[src/i2c_target_pkg.sv]
// constants for the i2c target with read pointer and lock-up guard
// What this block does
// - write phase: address with write bit, then register byte; target acknowledges both.
// - in read phase controller releases data; target shifts register bytes out.
// - controller acknowledge zero asks for another byte; target continues with next.
// - on not-acknowledge target stops and releases data; controller then stops.
// - register pointer increments after each byte read.
// - each read starts at last written register address, not incremented one.
// - start pointer is 0x00 until any register address is written.
// - watchdog resets interface when the target holds the bus locked.
// - watchdog has an enable bit and a separate timeout select bit.
// - target answers 0x18 with select pin low, 0x19 with pin high.
// - byte receiver pulls data low through acknowledge clock high; transmitter releases.
// - a stop right after a start with no clock toggle is not recognized.
package i2c_target_pkg;
  localparam logic [6:0] ADDR_BASE = 7'h0c;
  localparam logic [7:0] PTR_RESET = 8'h00;
  localparam int CLK_MHZ = 40;
  localparam int IDLE_PERF_US = 2;
  localparam int IDLE_LOWP_US = 450;
  localparam int IDLE_PERF_CYC = IDLE_PERF_US * CLK_MHZ;
  localparam int IDLE_LOWP_CYC = IDLE_LOWP_US * CLK_MHZ;
  localparam int WDT_SHORT_CYC = 2000;
  localparam int WDT_LONG_CYC = 40000;
  localparam int FIFO_DEPTH = 8;
  localparam int BYTE_BITS = 8;
  localparam logic [3:0] BIT_LAST = 4'h7;
  localparam logic [3:0] BIT_ACK = 4'h8;
  typedef enum logic [1:0] {
    PWR_PERF = 2'b00,
    PWR_LOWP = 2'b01,
    PWR_SUSP = 2'b10
  } power_mode_t;
  typedef enum logic [2:0] {
    ST_IDLE = 3'b000,
    ST_ADDR = 3'b001,
    ST_REG = 3'b010,
    ST_WDATA = 3'b011,
    ST_RDATA = 3'b100,
    ST_MACK = 3'b101
  } phase_t;
endpackage

[src/byte_fifo.sv]
// small valid/ready fifo holding register bytes
`timescale 1ns/1ps
`default_nettype none
module byte_fifo #(
  parameter int WIDTH = 8,
  parameter int DEPTH = 8
) (
  input wire logic clock,
  input wire logic resetn,
  input wire logic flush,
  input wire logic in_valid,
  output logic in_ready,
  input wire logic [WIDTH-1:0] in_data,
  output logic out_valid,
  input wire logic out_ready,
  output logic [WIDTH-1:0] out_data
);
  localparam int AW = $clog2(DEPTH);
  logic [WIDTH-1:0] mem [DEPTH];
  logic [AW:0] wr_r;
  logic [AW:0] rd_r;
  wire [AW:0] fill = wr_r - rd_r;
  wire push = in_valid && in_ready;
  wire pop = out_valid && out_ready;
  assign in_ready = fill != (AW+1)'(DEPTH);
  assign out_valid = fill != '0;
  assign out_data = mem[rd_r[AW-1:0]];
  always_ff @(posedge clock or negedge resetn) begin
    if (!resetn) begin
      wr_r <= '0;
      rd_r <= '0;
    end else if (flush) begin
      wr_r <= '0;
      rd_r <= '0;
    end else begin
      if (push) wr_r <= wr_r + (AW+1)'(1);
      if (pop) rd_r <= rd_r + (AW+1)'(1);
    end
  end
  always_ff @(posedge clock) begin
    if (push) mem[wr_r[AW-1:0]] <= in_data;
  end
endmodule
`default_nettype wire

[src/i2c_target.sv]
// i2c target: register address write, repeated-start reads, lock-up watchdog
`timescale 1ns/1ps
`default_nettype none
module i2c_target
  import i2c_target_pkg::*;
#(
  parameter int WDT_SHORT = WDT_SHORT_CYC,
  parameter int WDT_LONG = WDT_LONG_CYC,
  parameter int IDLE_PERF = IDLE_PERF_CYC,
  parameter int IDLE_LOWP = IDLE_LOWP_CYC
) (
  input wire logic clock,
  input wire logic resetn,
  input wire logic scl_in,
  input wire logic sda_in,
  output logic sda_oe_n,
  input wire logic address_select_pin,
  input wire logic wdt_enable,
  input wire logic wdt_long_select,
  input wire power_mode_t power_mode,
  output logic [7:0] reg_addr,
  output logic reg_req,
  input wire logic [7:0] reg_rdata,
  output logic [7:0] wr_data,
  output logic wr_strobe,
  output logic busy,
  output logic wdt_fired
);
  logic [1:0] scl_s;
  logic [1:0] sda_s;
  logic scl_d_r;
  logic sda_d_r;
  phase_t st_r;
  logic [3:0] bit_r;
  logic [7:0] sh_r;
  logic [7:0] start_ptr_r;
  logic [7:0] ptr_r;
  logic sda_low_r;
  logic toggled_r;
  logic [7:0] wr_data_r;
  logic wr_strobe_r;
  logic reg_req_r;
  logic [31:0] wdt_cnt_r;
  logic wdt_fired_r;
  logic [31:0] idle_cnt_r;
  logic [1:0] sel_s;

  always_ff @(posedge clock or negedge resetn) begin
    if (!resetn) begin
      scl_s <= 2'b11;
      sda_s <= 2'b11;
      sel_s <= 2'b00;
      scl_d_r <= 1'b1;
      sda_d_r <= 1'b1;
    end else begin
      scl_s <= {scl_s[0], scl_in};
      sda_s <= {sda_s[0], sda_in};
      sel_s <= {sel_s[0], address_select_pin};
      scl_d_r <= scl_s[1];
      sda_d_r <= sda_s[1];
    end
  end

  wire scl = scl_s[1];
  wire sda = sda_s[1];
  wire scl_rise = scl && !scl_d_r;
  wire scl_fall = !scl && scl_d_r;
  wire start_cond = scl && scl_d_r && sda_d_r && !sda;
  // a stop with no clock toggle since the start is ignored
  wire stop_seen = scl && scl_d_r && !sda_d_r && sda && toggled_r;
  // base holds the upper address bits; the synchronised strap picks the lowest
  wire [6:0] own_addr = {ADDR_BASE[5:0], sel_s[1]};
  wire byte_done = scl_rise && bit_r == BIT_LAST;
  wire [7:0] rx_byte = {sh_r[6:0], sda};
  wire addr_hit = rx_byte[7:1] == own_addr;
  wire is_write = st_r == ST_ADDR || st_r == ST_REG || st_r == ST_WDATA;
  wire wdt_limit_hit = wdt_cnt_r >= (wdt_long_select ? 32'(WDT_LONG) : 32'(WDT_SHORT));
  // the guard only counts while the target itself is holding sda low
  wire wdt_reset = wdt_enable && sda_low_r && wdt_limit_hit;

  logic fifo_in_valid;
  logic fifo_in_ready;
  logic fifo_out_valid;
  logic fifo_pop;
  logic [7:0] fifo_out;
  // prefetch from the start so the first read bit never waits on the register file;
  // a write transaction also fetches a few bytes, which the next start discards
  assign fifo_in_valid = st_r == ST_ADDR || st_r == ST_RDATA || st_r == ST_MACK;
  byte_fifo #(.WIDTH(BYTE_BITS), .DEPTH(FIFO_DEPTH)) u_fifo (
    .clock(clock),
    .resetn(resetn),
    .flush(start_cond || wdt_reset),
    .in_valid(reg_req_r),
    .in_ready(fifo_in_ready),
    .in_data(reg_rdata),
    .out_valid(fifo_out_valid),
    .out_ready(fifo_pop),
    .out_data(fifo_out)
  );
  assign fifo_pop = st_r == ST_MACK && scl_rise && !sda;
  wire want_fetch = fifo_in_valid && fifo_in_ready && !reg_req_r;

  always_ff @(posedge clock or negedge resetn) begin
    if (!resetn) begin
      st_r <= ST_IDLE;
      bit_r <= '0;
      sh_r <= '0;
      start_ptr_r <= PTR_RESET;
      ptr_r <= PTR_RESET;
      sda_low_r <= 1'b0;
      toggled_r <= 1'b0;
      wr_data_r <= '0;
      wr_strobe_r <= 1'b0;
      reg_req_r <= 1'b0;
    end else if (wdt_reset || stop_seen) begin
      st_r <= ST_IDLE;
      sda_low_r <= 1'b0;
      reg_req_r <= 1'b0;
      wr_strobe_r <= 1'b0;
    end else if (start_cond) begin
      st_r <= ST_ADDR;
      bit_r <= '0;
      sda_low_r <= 1'b0;
      toggled_r <= 1'b0;
      reg_req_r <= 1'b0;
      wr_strobe_r <= 1'b0;
      ptr_r <= start_ptr_r;
    end else begin
      wr_strobe_r <= 1'b0;
      reg_req_r <= want_fetch;
      // step only once the byte at the current pointer has been taken
      if (reg_req_r) ptr_r <= ptr_r + 8'h01;
      if (scl_fall) toggled_r <= 1'b1;
      if (st_r != ST_IDLE && scl_rise) begin
        bit_r <= bit_r == BIT_ACK ? 4'h0 : bit_r + 4'h1;
        if (bit_r <= BIT_LAST) sh_r <= rx_byte;
      end
      if (byte_done) begin
        unique case (st_r)
          ST_ADDR: if (!addr_hit) st_r <= ST_IDLE;
          ST_REG: begin
            start_ptr_r <= rx_byte;
            ptr_r <= rx_byte;
          end
          ST_WDATA: begin
            wr_data_r <= rx_byte;
            wr_strobe_r <= 1'b1;
          end
          default: ;
        endcase
      end
      // acknowledge slot is driven low from the fall after bit 8
      if (scl_fall && bit_r == BIT_ACK && is_write) sda_low_r <= 1'b1;
      if (scl_fall && bit_r == 4'h0 && sda_low_r && is_write) begin
        sda_low_r <= 1'b0;
        unique case (st_r)
          ST_ADDR: begin
            st_r <= sh_r[0] ? ST_RDATA : ST_REG;
            // the first data bit goes out on the same fall that ends the ack
            if (sh_r[0]) sda_low_r <= !fifo_out[BIT_LAST[2:0]];
          end
          ST_REG: st_r <= ST_WDATA;
          default: ;
        endcase
      end
      if (st_r == ST_RDATA && scl_fall) begin
        if (bit_r == BIT_ACK) begin
          sda_low_r <= 1'b0;
          st_r <= ST_MACK;
        end else begin
          sda_low_r <= !fifo_out[BIT_LAST[2:0] - bit_r[2:0]];
        end
      end
      if (st_r == ST_MACK && scl_rise) begin
        st_r <= sda ? ST_IDLE : ST_RDATA;
      end
    end
  end

  always_ff @(posedge clock or negedge resetn) begin
    if (!resetn) begin
      wdt_cnt_r <= '0;
      wdt_fired_r <= 1'b0;
    end else begin
      wdt_fired_r <= wdt_reset;
      wdt_cnt_r <= (sda_low_r && !wdt_reset) ? wdt_cnt_r + 32'd1 : 32'd0;
    end
  end

  // cycles since last write byte, for checking the controller's idle time
  always_ff @(posedge clock or negedge resetn) begin
    if (!resetn) idle_cnt_r <= 32'hffffffff;
    else if (wr_strobe_r) idle_cnt_r <= '0;
    else if (idle_cnt_r != 32'hffffffff) idle_cnt_r <= idle_cnt_r + 32'd1;
  end
  wire [31:0] idle_need = power_mode == PWR_PERF ? 32'(IDLE_PERF) : 32'(IDLE_LOWP);

  assign sda_oe_n = !sda_low_r;
  assign reg_addr = ptr_r;
  assign reg_req = reg_req_r;
  assign wr_data = wr_data_r;
  assign wr_strobe = wr_strobe_r;
  assign busy = st_r != ST_IDLE;
  assign wdt_fired = wdt_fired_r;

  a_start_ptr_hold: assert property (@(posedge clock) disable iff (!resetn)
    (start_cond && !wdt_reset) |=> ptr_r == $past(start_ptr_r))
    else $error("read not at start pointer");
  a_ptr_step: assert property (@(posedge clock) disable iff (!resetn)
    (reg_req_r && !start_cond && !stop_seen && !wdt_reset && !byte_done)
      |=> ptr_r == $past(ptr_r) + 8'h01) else $error("pointer did not step");
  a_wdt_idle: assert property (@(posedge clock) disable iff (!resetn)
    wdt_reset |=> st_r == ST_IDLE && sda_oe_n) else $error("watchdog left bus held");
  a_nack_release: assert property (@(posedge clock) disable iff (!resetn)
    (st_r == ST_MACK && scl_rise && sda && !wdt_reset) |=> st_r == ST_IDLE)
    else $error("not-acknowledge did not end read");
  a_ack_continue: assert property (@(posedge clock) disable iff (!resetn)
    (st_r == ST_MACK && scl_rise && !sda && !wdt_reset && !stop_seen) |=> st_r == ST_RDATA)
    else $error("acknowledge did not continue read");
  a_wdt_disabled: assert property (@(posedge clock) disable iff (!resetn)
    (sda_low_r && !wdt_enable && !scl_fall && !start_cond && !stop_seen) |=> sda_low_r)
    else $error("held bus released while guard off");
  a_wdt_long_sel: assert property (@(posedge clock) disable iff (!resetn)
    (wdt_enable && wdt_long_select && wdt_cnt_r < 32'(WDT_LONG)) |-> !wdt_reset)
    else $error("long guard period cut short");
  a_pop_valid: assert property (@(posedge clock) disable iff (!resetn)
    fifo_pop |-> fifo_out_valid) else $error("read byte taken from empty buffer");
  a_idle_busy: assert property (@(posedge clock) disable iff (!resetn)
    st_r == ST_IDLE |-> sda_oe_n) else $error("sda driven while idle");
  a_early_stop: assert property (@(posedge clock) disable iff (!resetn)
    (start_cond ##1 (!scl_fall)[*2]) |-> !toggled_r) else $error("toggle seen without clock");
  a_post_write_idle: assert property (@(posedge clock) disable iff (!resetn)
    start_cond |-> idle_cnt_r >= idle_need) else $error("access too soon after write");
endmodule
`default_nettype wire

[config.mk]
export PLATFORM = sky130hd
export DESIGN_NAME = i2c_target
export DESIGN_NICKNAME = d
export VERILOG_FILES = /design/src/i2c_target_pkg.sv /design/src/byte_fifo.sv /design/src/i2c_target.sv
export SDC_FILE = /design/constraint.sdc
export NUM_CORES = 1
export LEC_CHECK = 0
export BUFFER_PORTS_ARGS = -buffer_cell sky130_fd_sc_hd__buf_4
export CAP_MARGIN = 20
export CORE_UTILIZATION = 30
export DETAILED_ROUTE_END_ITERATION = 10
export GPL_ROUTABILITY_DRIVEN = 0
export PLACE_DENSITY = 0.47
export SYNTH_ARGS = -nofsm -noshare
export SYNTH_HDL_FRONTEND = slang
export SYNTH_SLANG_ARGS = --single-unit
export TNS_END_PERCENT = 50
[constraint.sdc]
create_clock -name clock -period 5.7 [get_ports clock]
set_input_delay 0.285 -clock clock [delete_from_list [all_inputs] [get_ports clock]]
set_output_delay 0.285 -clock clock [all_outputs]
set_load 0.01 [all_outputs]
==> reports/qor.yml <==
worst_setup_path:
  cp_cell_sequence: "inv_1 -> ha_1 -> nor2b_1 -> o21a_1 -> or3_1 -> nand3_1 -> nand2_1 -> nor4_1 -> buf_4"
  cp_data_required_time_ps: 5830
  cp-end-kind: "flop"
  cp-start-kind: "flop"
  critical-path-max-stage-delay_ps: 820
  criticalPathCategory: "flop to flop"
  cp_slowest_cell: "dfrtp_1"
  cp.arrival_ps: 3900
  rr_worst_depth: 9
  crit_fanout: 19
drt:
  highest_layer: "met4"
  drt_iter0_drc: 225
  dr_wl_met3_um: 576
  drt-pass1-iter-count: 5
  antenna_left: 0
  route.detailed.drc: 0
  drt-met1-wl_um: 7520
  via_count: 4848
  wl_met2_um: 7870
  wirelength_um: 16200
  wl_per_cell_um: 16.6
  vias_per_cell: 4.97
finish:
  final-seq-area_um2: 4210
  nets: 677
  drive_gt1_share_pct: 18.6
  fin_util_pct: 36.5
  antenna_cells: 0
  nFillCells: 2324
  area_growth_pct: 19.0
  multiInputGateArea_um2: 2860
synth:
  netlist_area_um2: 7210
  synthCells: 594
  syn-mean-instance-area_um2: 12.1
  synth.yosys.seq_area_share_pct: 58.3
  synth_seq_cells: 155
  synth_nets: 628
  ys_warn_count: 0
  synth_edf_count: 64
  ys_async_sr_fraction_pct: 58.7
  synth.distinct_cells: 64
  ys.flop_type: "dfrtp_1"
global_routing:
  antenna_found_initial: 0
  grt_use_total_pct: 14.1
  grt_max_degree: 71
  grt_pass1_wl_um: 26500
  grt_pass1_vias: 4962
  grt_overflow: 0
sta:
  period_share_pct: 66.2
  setup_violations: 0
  layout_min_cycle_time_ps: 3770
  layout_setup_ws_ps: 1930
  hold_viol: 0
  finalSetupTns_ps: 0
  slew_headroom_pct: 39.9
  max_freq_mhz: 265
  rsz0062_at_grt: "false"
  slew_violations: 0
  fin_skew_ps: 9.16
  tightestPinTransition_ps: 896
  hold_slack_ps: 100
die:
  initial_core_util_pct: 30.6
  die_w_um: 157
  ioPinCount: 38
  core_area_um2: 23500
  dieHeight_um: 157
  row_count: 56
  die_area_um2: 24700
power_and_ir_drop:
  ir_worst_vdd_v: 0.000188
  powerDensity_nw_per_um2: 399
  leakage_uw: 0.00341
  total_power_uw: 3420
cts:
  ctsRootBufferMaster: "clkbuf_16"
  numCtsBuffers: 17
  cts.htree.levels: 4
  path_clk_slew_ps: 60
  cts_tree: "done"
  cts_setup_buffers: 0
  cts.sinks: 155
  clockBufferDepth: 2
  insertion_delay_ps: 420
hold_path:
  holdPathStages: 1
  hold_path.class: "input port to flop"
outcome:
  outcome: "finished, final reports clean"
placement:
  hpwl_um: 10900
  numPortBuffers: 35
  place_ws_ps: 1900
job:
  cap_violations: 0
cell usage in the layout (no fill, tap or decap), types with 3 or more instances in the layout:
cell type,n
or3_1,7
a21oi_1,23
and2_1,7
nor2b_1,7
nand4_1,13
ha_1,17
o221ai_1,5
xnor2_1,19
a22oi_1,4
edfxtp_1,64
a31oi_1,12
nand2b_1,6
o21ai_0,9
and3_1,12
a311oi_1,4
or2_2,3
mux2_2,14
mux2i_1,15
buf_4,44
and4_1,5
nand2_1,41
clkbuf_16,21
mux2_4,8
nor4_1,8
dlygate4sd3_1,4
nor3b_1,4
dfrtp_1,85
nor3_1,5
nor2_1,60
nand3_1,29
xor2_1,20
clkinv_2,3
dfstp_2,6
inv_1,19
mux4_2,10
power breakdown:
group	total (uW)	leakage, uW	switching [uW]	internal [uW]
Clock	1210	0.000316	449	765
Sequential	1500	0.00177	188	1310
Combinational	706	0.00132	387	319
worst max-delay path, delay by kind of cell, from the launching register on:
family	cells	cell delay (ps)
AO/OA/AOI/OAI	1	200
flip-flops	1	820
buffers and inverters	2	560
AND/OR/NAND/NOR	5	1510
adder cells (fa/ha/maj)	1	370
cell usage after synthesis, types with 6 or more instances:
library cell	count	area, um2
and3_1	12	75.1
edfxtp_1	64	1920
xor2_1	20	175
nor4_1	8	50.1
o21ai_0	9	45.0
a31oi_1	12	75.1
nand2_1	41	154
and2_1	7	43.8
nor2b_1	7	43.8
nand2b_1	6	37.5
nand3_1	29	145
mux2_2	14	158
inv_1	19	71.3
ha_1	17	213
dfstp_2	6	158
nand4_1	13	81.3
mux2i_1	15	150
dfrtp_1	85	2130
nor2_1	60	225
mux4_2	10	225
clkbuf_1	14	52.6
a21oi_1	23	115
xnor2_1	19	166
or3_1	7	43.8
mux2_4	8	120
nor3_1	6	30.0
final timing paths:
kind                               endpoint  slack (ps)            from
max in group asynchronous    u_fifo.rd_r[2]        4220          resetn
min reg2reg                        sel_s[1]         360        sel_s[0]
min                        u_fifo.mem[1][1]         100    reg_rdata[1]
max                        u_fifo.mem[0][0]        1930  u_fifo.rd_r[1]
max reg2reg                u_fifo.mem[0][0]        1930  u_fifo.rd_r[1]
min in group asynchronous     wdt_cnt_r[17]         290          resetn
registers in the layout (all words and copies together) (netlist names), 2 cells and up:
name,count
scl_s,2
wdt_cnt_r,32
sh_r,7
wr_data,8
reg_addr,8
start_ptr_r,8
sel_s,2
sda_s,2
bit_r,4
u_fifo.rd_r,4
u_fifo.mem,64
st_r,3
u_fifo.wr_r,4
layer usage:
layer / GRT usage, % / vias up
li1: - / 2290
met1: 19.0 / 2449
met2: 22.6 / 92
met3: 2.64 / 17
met4: 5.22 / 0
met5: 0 / -
stage by stage:
| stage | std cells | area, um2 |
|---|---|---|
| final | 975 | 8590 |
| after global routing | 975 | 8590 |
| after detailed placement | 938 | 7870 |
| after CTS | 974 | 8560 |
| after global placement | 938 | 7870 |
| after floorplan | 594 | 7210 |
final cells by class:
cell class	instances	share of cell area, %
clock buffers	24	6.41
inverters	21	0.918
clock inverters	8	1.15
well taps	319	4.65
repair buffers	49	4.63
flip-flops and latches	155	49.0
multi-input cells	399	33.3
kinds of logic after synthesis:
logic type               Yosys count  share of synthesized area (%)
flip-flops                       155                           58.3
buffers and inverters             40                           2.19
adder cells (fa/ha/maj)           17                           2.95
AND/OR/NAND/NOR                  215                           15.0
multiplexers                      48                           9.21
XOR/XNOR                          39                           4.73
AO/OA/AOI/OAI                     80                           7.58
timing repair:
item                      CTS  global route
gates resized for setup     0             0
hold buffers                4             0
hold endpoints to repair   23             0
No activity file was read; power rests on OpenSTA's default activity.
